==> src/inc/tmr_pkg.sv <==
// Constants and types shared by the dual timer/counter block
package tmr_pkg;
	// Register addresses
	localparam logic [7:0] ADDR_CTL = 8'h88;
	localparam logic [7:0] ADDR_MODE = 8'h89;
	localparam logic [7:0] ADDR_LOW0 = 8'h8a;
	localparam logic [7:0] ADDR_LOW1 = 8'h8b;
	localparam logic [7:0] ADDR_HIGH0 = 8'h8c;
	localparam logic [7:0] ADDR_HIGH1 = 8'h8d;
	// Bit address range of the control register
	localparam logic [4:0] CTL_BIT_BASE = 5'h11;
	// Reset values
	localparam logic [7:0] MODE_RESET = 8'h00;
	localparam logic [7:0] CTL_RESET = 8'h00;
	localparam logic [7:0] COUNT_RESET = 8'h00;
	localparam logic [7:0] READ_NONE = 8'h00;
	// Mode register fields, timer 0 positions, timer 1 one nibble up
	localparam int MODE_GATE_BIT0 = 3;
	localparam int MODE_CSEL_BIT0 = 2;
	localparam int MODE_FIELD_LSB0 = 0;
	localparam int MODE_NIBBLE = 4;
	// Control register fields, timer 0 positions, timer 1 two bits up
	localparam int CTL_RUN_BIT0 = 4;
	localparam int CTL_FLAG_BIT0 = 5;
	localparam int CTL_PAIR = 2;
	// Counting constants
	localparam logic [4:0] PRESCALE_FULL = 5'h1f;
	localparam logic [7:0] BYTE_FULL = 8'hff;
	// Machine cycle timing in core clocks
	localparam int MC_CLKS = 12;
	localparam logic [3:0] PHASE_LAST = 4'(MC_CLKS - 1);
	localparam logic [3:0] PHASE_UPDATE = 4'h4;
	localparam logic [3:0] PHASE_SAMPLE = 4'h9;
	// Operating modes
	typedef enum logic [1:0] {MODE_PRESCALE13, MODE_CASCADE16, MODE_RELOAD8, MODE_SPLIT} timer_mode_t;
endpackage : tmr_pkg

==> src/inc/timer_step_if.sv <==
// Count strobes from the machine cycle sequencer to the counters
interface timer_step_if;
	logic tick;
	logic [1:0] edge_evt;
	modport src (output tick, output edge_evt);
	modport dst (input tick, input edge_evt);
endinterface : timer_step_if

==> src/core/dual_timer_top.sv <==
// Two 8+8 bit timer/counters with shared mode register
module dual_timer_top
	import tmr_pkg::*;
(
	// Clock and reset
	input wire logic CLOCK,
	input wire logic RST_N,
	// Register byte port
	input wire logic [7:0] SFR_ADDR,
	input wire logic SFR_WR,
	input wire logic [7:0] SFR_WDATA,
	output logic [7:0] SFR_RDATA,
	// Control register bit port
	input wire logic SFR_BIT_WR,
	input wire logic [7:0] SFR_BIT_ADDR,
	input wire logic SFR_BIT_VAL,
	// Interrupt vector acknowledges
	input wire logic VEC_ACK_ZERO,
	input wire logic VEC_ACK_ONE,
	// External pins
	input wire logic COUNT_PIN_ZERO,
	input wire logic COUNT_PIN_ONE,
	input wire logic GATE_PIN_ZERO,
	input wire logic GATE_PIN_ONE,
	// Overflow flags
	output logic OVERFLOW_FLAG_ZERO,
	output logic OVERFLOW_FLAG_ONE
);
	logic [1:0] rst_sync_ff;
	logic rst_n;
	logic [7:0] mode_ff;
	logic [1:0] run_ff;
	logic [1:0] flag_ff;
	logic [3:0] ext_ctl_ff;
	logic [7:0] low_ff [2];
	logic [7:0] high_ff [2];
	logic [7:0] rdata_ff;
	logic [7:0] nxt_low [2];
	logic [7:0] nxt_high [2];
	logic [1:0] ovf_set;
	logic [1:0] gate_pin;
	logic [1:0] gate_sel;
	logic [1:0] csel;
	logic [1:0] enable;
	logic [1:0] step_ok;
	logic [1:0] cnt_wr;
	logic split0;
	logic bit_hit;
	logic [2:0] bit_idx;
	timer_mode_t md [2];

	////////////////////////////////////////////////////////////////////////
	// Reset release through two flip-flops
	always_ff @(posedge CLOCK or negedge RST_N) begin
		if (!RST_N) begin
			rst_sync_ff <= 2'b00;
		end else begin
			rst_sync_ff <= {rst_sync_ff[0], 1'b1};
		end
	end
	assign rst_n = rst_sync_ff[1];

	// Machine cycle sequencer
	timer_step_if step_bus ();
	machine_phase u_phase (
		.clk(CLOCK),
		.rst_n(rst_n),
		.count_pins({COUNT_PIN_ONE, COUNT_PIN_ZERO}),
		.step(step_bus.src)
	);

	////////////////////////////////////////////////////////////////////////
	// Per timer decode of mode and enables
	assign gate_pin = {GATE_PIN_ONE, GATE_PIN_ZERO};
	assign split0 = (md[0] == MODE_SPLIT);
	for (genvar i = 0; i < 2; i++) begin : g_dec
		assign gate_sel[i] = mode_ff[MODE_GATE_BIT0 + MODE_NIBBLE * i];
		assign csel[i] = mode_ff[MODE_CSEL_BIT0 + MODE_NIBBLE * i];
		assign md[i] = timer_mode_t'(mode_ff[MODE_FIELD_LSB0 + MODE_NIBBLE * i +: 2]);
		// run bit enable
		// Timer 1 loses its run bit to the split high byte of timer 0
		assign enable[i] = ((i == 1 && split0) || run_ff[i]) && (!gate_sel[i] || gate_pin[i]);
		assign step_ok[i] = enable[i] && (csel[i] ? step_bus.edge_evt[i] : step_bus.tick);
		assign cnt_wr[i] = SFR_WR && (SFR_ADDR == (i == 0 ? ADDR_LOW0 : ADDR_LOW1) ||
			SFR_ADDR == (i == 0 ? ADDR_HIGH0 : ADDR_HIGH1));
	end

	////////////////////////////////////////////////////////////////////////
	// Next count values, software write wins over counting
	always_comb begin
		ovf_set = 2'b00;
		for (int i = 0; i < 2; i++) begin
			nxt_low[i] = low_ff[i];
			nxt_high[i] = high_ff[i];
			if (step_ok[i]) begin
				case (md[i])
					MODE_PRESCALE13: begin
						nxt_low[i] = low_ff[i] + 8'h01;
						if (low_ff[i][4:0] == PRESCALE_FULL) begin
							nxt_high[i] = high_ff[i] + 8'h01;
							ovf_set[i] = (high_ff[i] == BYTE_FULL);
						end
					end
					MODE_CASCADE16: begin
						nxt_low[i] = low_ff[i] + 8'h01;
						if (low_ff[i] == BYTE_FULL) begin
							nxt_high[i] = high_ff[i] + 8'h01;
							ovf_set[i] = (high_ff[i] == BYTE_FULL);
						end
					end
					MODE_RELOAD8: begin
						if (low_ff[i] == BYTE_FULL) begin
							nxt_low[i] = high_ff[i];
							ovf_set[i] = 1'b1;
						end else begin
							nxt_low[i] = low_ff[i] + 8'h01;
						end
					end
					default: begin
						if (i == 0) begin
							nxt_low[i] = low_ff[i] + 8'h01;
							ovf_set[i] = (low_ff[i] == BYTE_FULL);
						end
					end
				endcase
			end
		end
		// split high byte uses timer 1 controls
		if (split0) begin
			ovf_set[1] = 1'b0;
			if (step_bus.tick && run_ff[1]) begin
				nxt_high[0] = high_ff[0] + 8'h01;
				ovf_set[1] = (high_ff[0] == BYTE_FULL);
			end
		end
		if (SFR_WR && SFR_ADDR == ADDR_LOW0) nxt_low[0] = SFR_WDATA;
		if (SFR_WR && SFR_ADDR == ADDR_LOW1) nxt_low[1] = SFR_WDATA;
		if (SFR_WR && SFR_ADDR == ADDR_HIGH0) nxt_high[0] = SFR_WDATA;
		if (SFR_WR && SFR_ADDR == ADDR_HIGH1) nxt_high[1] = SFR_WDATA;
	end

	always_ff @(posedge CLOCK or negedge rst_n) begin
		if (!rst_n) begin
			low_ff <= '{COUNT_RESET, COUNT_RESET};
			high_ff <= '{COUNT_RESET, COUNT_RESET};
		end else begin
			low_ff <= nxt_low;
			high_ff <= nxt_high;
		end
	end

	////////////////////////////////////////////////////////////////////////
	// Mode register, whole byte writes only
	// byte access, zero reset
	always_ff @(posedge CLOCK or negedge rst_n) begin
		if (!rst_n) begin
			mode_ff <= MODE_RESET;
		end else if (SFR_WR && SFR_ADDR == ADDR_MODE) begin
			mode_ff <= SFR_WDATA;
		end
	end

	// Control register byte and bit writes
	assign bit_hit = SFR_BIT_WR && (SFR_BIT_ADDR[7:3] == CTL_BIT_BASE);
	assign bit_idx = SFR_BIT_ADDR[2:0];

	always_ff @(posedge CLOCK or negedge rst_n) begin
		if (!rst_n) begin
			run_ff <= {CTL_RESET[CTL_RUN_BIT0 + CTL_PAIR], CTL_RESET[CTL_RUN_BIT0]};
			ext_ctl_ff <= CTL_RESET[3:0];
		end else if (SFR_WR && SFR_ADDR == ADDR_CTL) begin
			run_ff <= {SFR_WDATA[CTL_RUN_BIT0 + CTL_PAIR], SFR_WDATA[CTL_RUN_BIT0]};
			ext_ctl_ff <= SFR_WDATA[3:0];
		end else if (bit_hit) begin
			for (int i = 0; i < 2; i++) begin
				if (int'(bit_idx) == CTL_RUN_BIT0 + CTL_PAIR * i) run_ff[i] <= SFR_BIT_VAL;
			end
			if (bit_idx < 3'h4) ext_ctl_ff[bit_idx[1:0]] <= SFR_BIT_VAL;
		end
	end

	always_ff @(posedge CLOCK or negedge rst_n) begin
		if (!rst_n) begin
			flag_ff <= {CTL_RESET[CTL_FLAG_BIT0 + CTL_PAIR], CTL_RESET[CTL_FLAG_BIT0]};
		end else begin
			for (int i = 0; i < 2; i++) begin
				if (ovf_set[i]) begin
					flag_ff[i] <= 1'b1;
				end else if (i == 0 ? VEC_ACK_ZERO : VEC_ACK_ONE) begin
					flag_ff[i] <= 1'b0;
				end else if (SFR_WR && SFR_ADDR == ADDR_CTL) begin
					flag_ff[i] <= SFR_WDATA[CTL_FLAG_BIT0 + CTL_PAIR * i];
				end else if (bit_hit && int'(bit_idx) == CTL_FLAG_BIT0 + CTL_PAIR * i) begin
					flag_ff[i] <= SFR_BIT_VAL;
				end
			end
		end
	end
	assign OVERFLOW_FLAG_ZERO = flag_ff[0];
	assign OVERFLOW_FLAG_ONE = flag_ff[1];

	////////////////////////////////////////////////////////////////////////
	// Registered read data, one cycle after the address
	always_ff @(posedge CLOCK or negedge rst_n) begin
		if (!rst_n) begin
			rdata_ff <= READ_NONE;
		end else if (SFR_ADDR == ADDR_CTL) begin
			rdata_ff <= {flag_ff[1], run_ff[1], flag_ff[0], run_ff[0], ext_ctl_ff};
		end else if (SFR_ADDR == ADDR_MODE) begin
			rdata_ff <= mode_ff;
		end else if (SFR_ADDR == ADDR_LOW0) begin
			rdata_ff <= low_ff[0];
		end else if (SFR_ADDR == ADDR_LOW1) begin
			rdata_ff <= low_ff[1];
		end else if (SFR_ADDR == ADDR_HIGH0) begin
			rdata_ff <= high_ff[0];
		end else if (SFR_ADDR == ADDR_HIGH1) begin
			rdata_ff <= high_ff[1];
		end else begin
			rdata_ff <= READ_NONE;
		end
	end
	assign SFR_RDATA = rdata_ff;
endmodule : dual_timer_top

==> src/core/machine_phase.sv <==
// Machine cycle sequencer and count pin edge sampler
module machine_phase
	import tmr_pkg::*;
(
	// Clock and reset
	input wire logic clk,
	input wire logic rst_n,
	// External count pins
	input wire logic [1:0] count_pins,
	// Strobes to the counters
	timer_step_if.src step
);

	logic [3:0] phase_ff;
	logic [1:0] smp_ff;
	logic [1:0] pend_ff;

	////////////////////////////////////////////////////////////////////////
	// Phase counter, one pass per machine cycle
	// twelve clock cycle
	always_ff @(posedge clk or negedge rst_n) begin
		if (!rst_n) begin
			phase_ff <= 4'h0;
		end else if (phase_ff == PHASE_LAST) begin
			phase_ff <= 4'h0;
		end else begin
			phase_ff <= phase_ff + 4'h1;
		end
	end

	// Update strobe once per machine cycle
	assign step.tick = (phase_ff == PHASE_UPDATE);

	////////////////////////////////////////////////////////////////////////
	// Per pin sampling and pending edge
	for (genvar i = 0; i < 2; i++) begin : g_pin
		always_ff @(posedge clk or negedge rst_n) begin
			if (!rst_n) begin
				smp_ff[i] <= 1'b0;
			end else if (phase_ff == PHASE_SAMPLE) begin
				smp_ff[i] <= count_pins[i];
			end
		end

		always_ff @(posedge clk or negedge rst_n) begin
			if (!rst_n) begin
				pend_ff[i] <= 1'b0;
			end else if (phase_ff == PHASE_SAMPLE && smp_ff[i] && !count_pins[i]) begin
				pend_ff[i] <= 1'b1;
			end else if (phase_ff == PHASE_UPDATE) begin
				pend_ff[i] <= 1'b0;
			end
		end

		assign step.edge_evt[i] = pend_ff[i] && (phase_ff == PHASE_UPDATE);

	end
endmodule : machine_phase

==> config.mk <==
export PLATFORM = sky130hd
export DESIGN_NAME = dual_timer_top
export DESIGN_NICKNAME = d
export VERILOG_FILES = /design/src/inc/tmr_pkg.sv /design/src/inc/timer_step_if.sv /design/src/core/dual_timer_top.sv /design/src/core/machine_phase.sv
export SDC_FILE = /design/constraint.sdc
export NUM_CORES = 1
export LEC_CHECK = 0
export ABC_CLOCK_PERIOD_IN_PS = 2250
export BUFFER_PORTS_ARGS = -buffer_cell sky130_fd_sc_hd__buf_4
export CAP_MARGIN = 40
export CORE_MARGIN = 1
export CORE_UTILIZATION = 33
export CTS_CLUSTER_DIAMETER = 40
export CTS_CLUSTER_SIZE = 20
export DETAILED_ROUTE_END_ITERATION = 8
export HOLD_SLACK_MARGIN = 0.06
export SETUP_SLACK_MARGIN = 0.4
export SKIP_LAST_GASP = 1
export SLEW_MARGIN = 10
export SYNTH_ARGS = -nofsm -noshare
export SYNTH_HDL_FRONTEND = slang
export SYNTH_HIERARCHICAL = 1
export SYNTH_SLANG_ARGS = --single-unit
==> constraint.sdc <==
create_clock -name CLOCK -period 2.25 [get_ports CLOCK]
set_clock_uncertainty 0.05 [all_clocks]
set_input_delay 0.45 -clock CLOCK [delete_from_list [all_inputs] [get_ports CLOCK]]
set_output_delay 0.45 -clock CLOCK [all_outputs]
set_load 0.02 [all_outputs]
After elaboration in Yosys (flattened, before gate mapping)
Cells that the tools add are included.
{"block": "op_classes", "add_sub_neg": 5, "n_mul": 0, "n_div": 0, "n_lt_le_gt_ge": 3, "eq_ne": 27, "shifts": 0, "n_mux": 62, "bitwise": 0, "n_reduce_logical": 49}
{"cell": "2-to-1 mux 8 bit", "n": 23}
{"cell": "equality test 8 bit, second input constant", "n": 10}
{"cell": "one-hot mux 8 bit (2 select lines)", "n": 3}
{"cell": "adder 8 x 1 -> 8 bit, second input constant", "n": 4}
{"cell": "2-to-1 mux 1 bit", "n": 26}
{"cell": "logical AND 1 bit", "n": 21}
{"cell": "nonzero test 2 bit", "n": 9}
{"cell": "2-to-1 mux 4 bit", "n": 4}
{"cell": "equality test 5 bit, second input constant", "n": 3}
{"cell": "equality test 4 bit, second input constant", "n": 2}
{"cell": "AND reduction 2 bit", "n": 4}
{"cell": "nonzero test 4 bit", "n": 2}
{"cell": "equality test 2 bit, second input constant", "n": 3}
{"cell": "equality test 3 bit, second input constant", "n": 2}
{"cell": "!= test 3 bit, second input constant", "n": 2}
{"cell": "one-hot mux 1 bit (3 select lines)", "n": 2}
{"cell": "nonzero test 3 bit", "n": 2}
{"cell": "adder 4 x 1 -> 4 bit, second input constant", "n": 1}
{"cell": "bitwise mux 4 bit", "n": 1}
{"cell": "equality test 2 x 1 -> 1 bit, second input constant", "n": 2}
{"cell": "equality test 4 x 3 -> 1 bit, second input constant", "n": 1}
{"cell": "zero test 1 bit", "n": 4}
{"cell": "zero test 2 bit", "n": 2}
{"cell": "2-to-1 mux 2 bit", "n": 2}
{"cell": "9 further kinds", "n": 11}
{"block": "totals", "regBits": 66, "latchBits": 0, "ram_bits": 0, "romBits": 0, "output_inout_bits": 10, "word_cells": 163, "mem_count": 0}

Logic depth before layout (Yosys ltp)
{"block": "depth", "ltp_word": 8, "ltp_mapped": 11}

Cells and area by module
The synthesis kept the hierarchy.
{"module": "dual_timer_top", "n_inst": 1, "cells_per_inst": 405, "area_per_inst_um2": 3751.1}
{"module": "machine_phase", "n_inst": 1, "cells_per_inst": 32, "area_per_inst_um2": 380.4}

Least setup slack after synthesis
Ideal clock, no wire load.
{"block": "synth_timing", "kind": "reg2reg", "startpoint": "register u_phase.phase_ff[0]", "endpoint": "register low_ff[3] in the netlist's numbering", "setup_ns": 0.130, "arrival_ns": 2.107, "setup_slack_ns": -0.038, "path_stages_with_launch": 12, "n_path_buf": 1, "cell_sequence": "dfrtp_1 inv_1 ha_1 nand3b_1 inv_1 and2_1 mux2i_1 a2111oi_4 buf_2 o21ai_0 a221oi_1 a21oi_1"}
{"block": "synth_between", "elab_chain_len": 6}
{"item": "from (decl)", "line_no": "machine_phase.sv:14", "text": "logic [3:0] phase_ff;"}
{"item": "from (signal assigned)", "line_no": "machine_phase.sv:27", "text": "phase_ff <= phase_ff + 4'h1;"}
{"item": "equality test 4 x 3 -> 1 bit", "line_no": "machine_phase.sv:32", "text": "assign step.tick = (phase_ff == PHASE_UPDATE);"}
{"item": "net step_bus.tick", "line_no": "timer_step_if.sv:3", "text": "logic tick;"}
{"item": "logical AND 1 bit", "line_no": "machine_phase.sv:55", "text": "assign step.edge_evt[i] = pend_ff[i] && (phase_ff == PHASE_UPDATE);"}
{"item": "net step_bus.edge_evt[1]", "line_no": "timer_step_if.sv:4", "text": "logic [1:0] edge_evt;"}
{"item": "2-to-1 mux 1 bit", "line_no": "dual_timer_top.sv:83", "text": "assign step_ok[i] = enable[i] && (csel[i] ? step_bus.edge_evt[i] : step_bus.tick);"}
{"item": "logical AND 1 bit", "line_no": "dual_timer_top.sv:83"}
{"item": "nonzero test 2 bit (no line)"}
{"item": "AND reduction 2 bit (no line)"}
{"item": "to (signal assigned)", "line_no": "dual_timer_top.sv:144", "text": "low_ff <= '{COUNT_RESET, COUNT_RESET};"}
{"item": "to (signal assigned)", "line_no": "dual_timer_top.sv:147", "text": "low_ff <= nxt_low;"}
{"item": "to (decl)", "line_no": "dual_timer_top.sv:35", "text": "logic [7:0] low_ff [2];"}
The timed path passes the listed nets, and every way through them passes these cells.
A chain may end at the register's enable or synchronous reset.

==> flow_summary.yaml <==
pwr:
  finalPower_mw: 3.50
  ir_drop_uv: 396
  power_density_nw_per_um2: 612
  leakagePower_nw: 2.50
critical_path:
  r2r_cells: 9
  r2r-start: "low_ff[8]"
  worstSetupPathType: "flop to flop"
  crit_path_top_delay_cell: "dfrtp_1"
  start_kind: "flop"
  critPathCaptureType: "flop"
  critical_path.max_fanout: 5
  arrival_ns: 2.32
  path_cells: "ha_2 > and3_4 > ha_4 > nor3b_4 > a41o_4 > o211ai_1 > buf_4 > xor2_1 > a21oi_1"
  reg2reg_to: "high_ff[10]"
  worstPathRequired_ns: 2.42
  r2r_setup_slack_ns: 0.1
  slowest_delay_ns: 0.39
cells_and_area:
  area_growth_pct: 38.2
  nets: 577
  fin_area_um2: 5710
  drive_gt1_frac: 0.362
  finalNonFillerCells: 706
  insertedDiodeCount: 0
  final_util: 0.472
timing:
  fin_crit_ns: 2.15
  slew_headroom: 0.657
  holdWs_ns: 0.228
  rsz0062_at_grt: "yes"
  slew_viol_final: 0
  worst_pin_slew_ns: 0.513
  setup_violations: 0
  max_freq_mhz: 465
  fin_crit_sh: 0.956
  hold_viol: 0
die:
  die_x_um: 114
  core_um2: 12100
  rows: 40
  initial_core_util: 0.341
  die_area_um2: 13000
  ioPinCount: 45
  fp.dieH_um: 114
detailed_routing:
  ant_nets: 0
  wl_mm: 13.1
  drtPass1Iterations: 5
  routed.top_layer: "met4"
  drt-met1-wl_mm: 5.50
  drc: 0
  num_vias: 3827
  met2_length_mm: 6.09
  route.met3.wl_mm: 1.11
  wl_per_cell_um: 18.5
  drtIter0Drc: 352
  vias_per_cell: 5.42
clock_tree:
  htree_num_levels: 3
  clk_pin_slew_worst_paths_ns: 0.06
  cts_sinks: 66
  clock-root-buffer: "clkbuf_16"
  worstSkewPairLatency_ns: 0.34
  cts_buffer_depth: 2
  cts_buffers: 9
  cts_tree: "yes"
placement:
  io_buffers: 44
  place_hpwl_mm: 9.01
  gp_congestion: 0.911
  placedCellCount: 662
  placed_area_um2: 4890
global_route:
  grt_max_degree: 65
  grt_antenna_before_repair: 0
  grt_pass1_wl_mm: 20.0
  grt_pass1_vias: 3628
  track_usage: 0.205
  grt_overflow: 0
logic_synthesis:
  yosysMostFrequentCell: "dfrtp_1"
  synth_seq_area_share: 0.400
  yosys-top-cells-area: "dfrtp_1, mux2i_1, nor2_1"
  synth.yosys.warnings: 6
  syn-instance-count: 437
  synthTopCellsByCount: "dfrtp_1, nor2_1, nand2_1"
  netlist.area_leader.share: 0.400
  synth_edf_count: 0
  synth_cell_types: 63
  synth_ff_type: "dfrtp_1"
  syn_area_um2: 4130
  postSynthAreaPerCell_um2: 9.45
  syn_nets: 481
  synth_top_cell_by_area: "dfrtp_1"
  ys_seq_elements: 66
  synth-async-reset-ratio: 1.00
run:
  max_cap_viol_count: 0
hold_path:
  hp-class: "flop to async pin"
outcome:
  status: "completed"
metrics by stage:
| step | worst slack [ns] | TNS, ns |
|---|---|---|
| after floorplan | 0.121 | 0 |
| after global placement | 0.0484 | 0 |
| after detailed placement | -0.0120 | -0.0151 |
| after CTS | 0.117 | 0 |
| after global routing | -0.0288 | -0.0854 |
| final | 0.0992 | 0 |
cell type report:
type	instances	area [um2]
Timing Repair Buffer	104	837
Clock buffer	10	239
Fill cell	1153	6400
Multi-Input combinational cell	335	2620
Inverter	17	63.8
Tap cell	168	210
Clock inverter	6	90.1
Sequential cell	66	1650
metal layers:
metal,global-route usage,vias to the layer above
li1,-,1798
met1,0.271,1837
met2,0.330,158
met3,0.0436,34
met4,0.0805,0
met5,0,-
repair_timing:
item	4_1_cts	5_1_grt
setup endpoints to repair	34	36
gates cloned	1	1
hold buffers	1	0
resized for setup	38	28
buffers inserted	17	8
pin swaps	28	30
endpoints found under the hold margin	2	0
sequential cells by signal, indices dropped and copies added, names as in the netlist:
signal	cells
SFR_RDATA	8
ext_ctl_ff	4
flag_ff	2
high_ff	16
low_ff	16
mode_ff	8
rst_sync_ff	2
run_ff	2
u_phase/pend_ff	2
u_phase/phase_ff	4
u_phase/smp_ff	2
layout by cell type, fill, tap and decap left out, types with 4 or more instances in the layout:
master and count:
a211oi_1 5, a21o_1 6, a21oi_1 25, a31oi_1 6, and3_1 10, buf_4 91
buf_6 11, clkbuf_16 9, dfrtp_1 65, ha_1 4, inv_1 14, mux2_2 11
mux2_4 4, mux2i_1 24, mux4_2 5, nand2_1 28, nand2b_1 5, nand3_1 13
nand4_1 7, nor2_1 48, nor2b_1 10, nor3_1 4, o211ai_1 4, o21ai_0 16
o22ai_1 4, xor2_1 8
worst max path at each step:
stage / slack (ns) / cells after the start / start / end
finish: 0.1 / 9 / low_ff[8] / high_ff[10]
global placement: 0.05 / 7 / SFR_BIT_ADDR[4] / flag_ff[1]
floorplan: 0.12 / 10 / u_phase/phase_ff[0] / low_ff[15]
detailed placement: -0.01 / 9 / u_phase/phase_ff[1] / low_ff[15]
CTS: 0.12 / 8 / low_ff[8] / high_ff[12]
global route: -0.03 / 11 / u_phase/phase_ff[1] / high_ff[10]
cell families (layout without fill, tap and decap cells):
kind of cell    after synthesis  after routing  synth area share
simple gates                164            164             0.207
compound gates              105            105             0.176
flops                        66             66             0.400
mux                          46             46             0.133
buf+inv                      36            137            0.0348
xor+xnor                     10             10            0.0212
fa+ha+maj                     9              9            0.0273
other cells                   1              1          0.000908
report_power, final:
part	internal (mW)	leakage, nW	switching [mW]
sequential	1.28	0.856	0.125
clock	1.00	0.159	0.544
combinational	0.271	1.48	0.280
total	2.55	2.50	0.949
critical path, delay by kind of cell, from the launching register on:
kind	cells	cell delay (ns)
flip-flops	1	0.39
AND/OR/NAND/NOR	2	0.31
adder cells (fa/ha/maj)	2	0.36
buffers and inverters	1	0.17
XOR/XNOR	1	0.13
AO/OA/AOI/OAI	3	0.63
No activity file was read; power rests on OpenSTA's default activity.
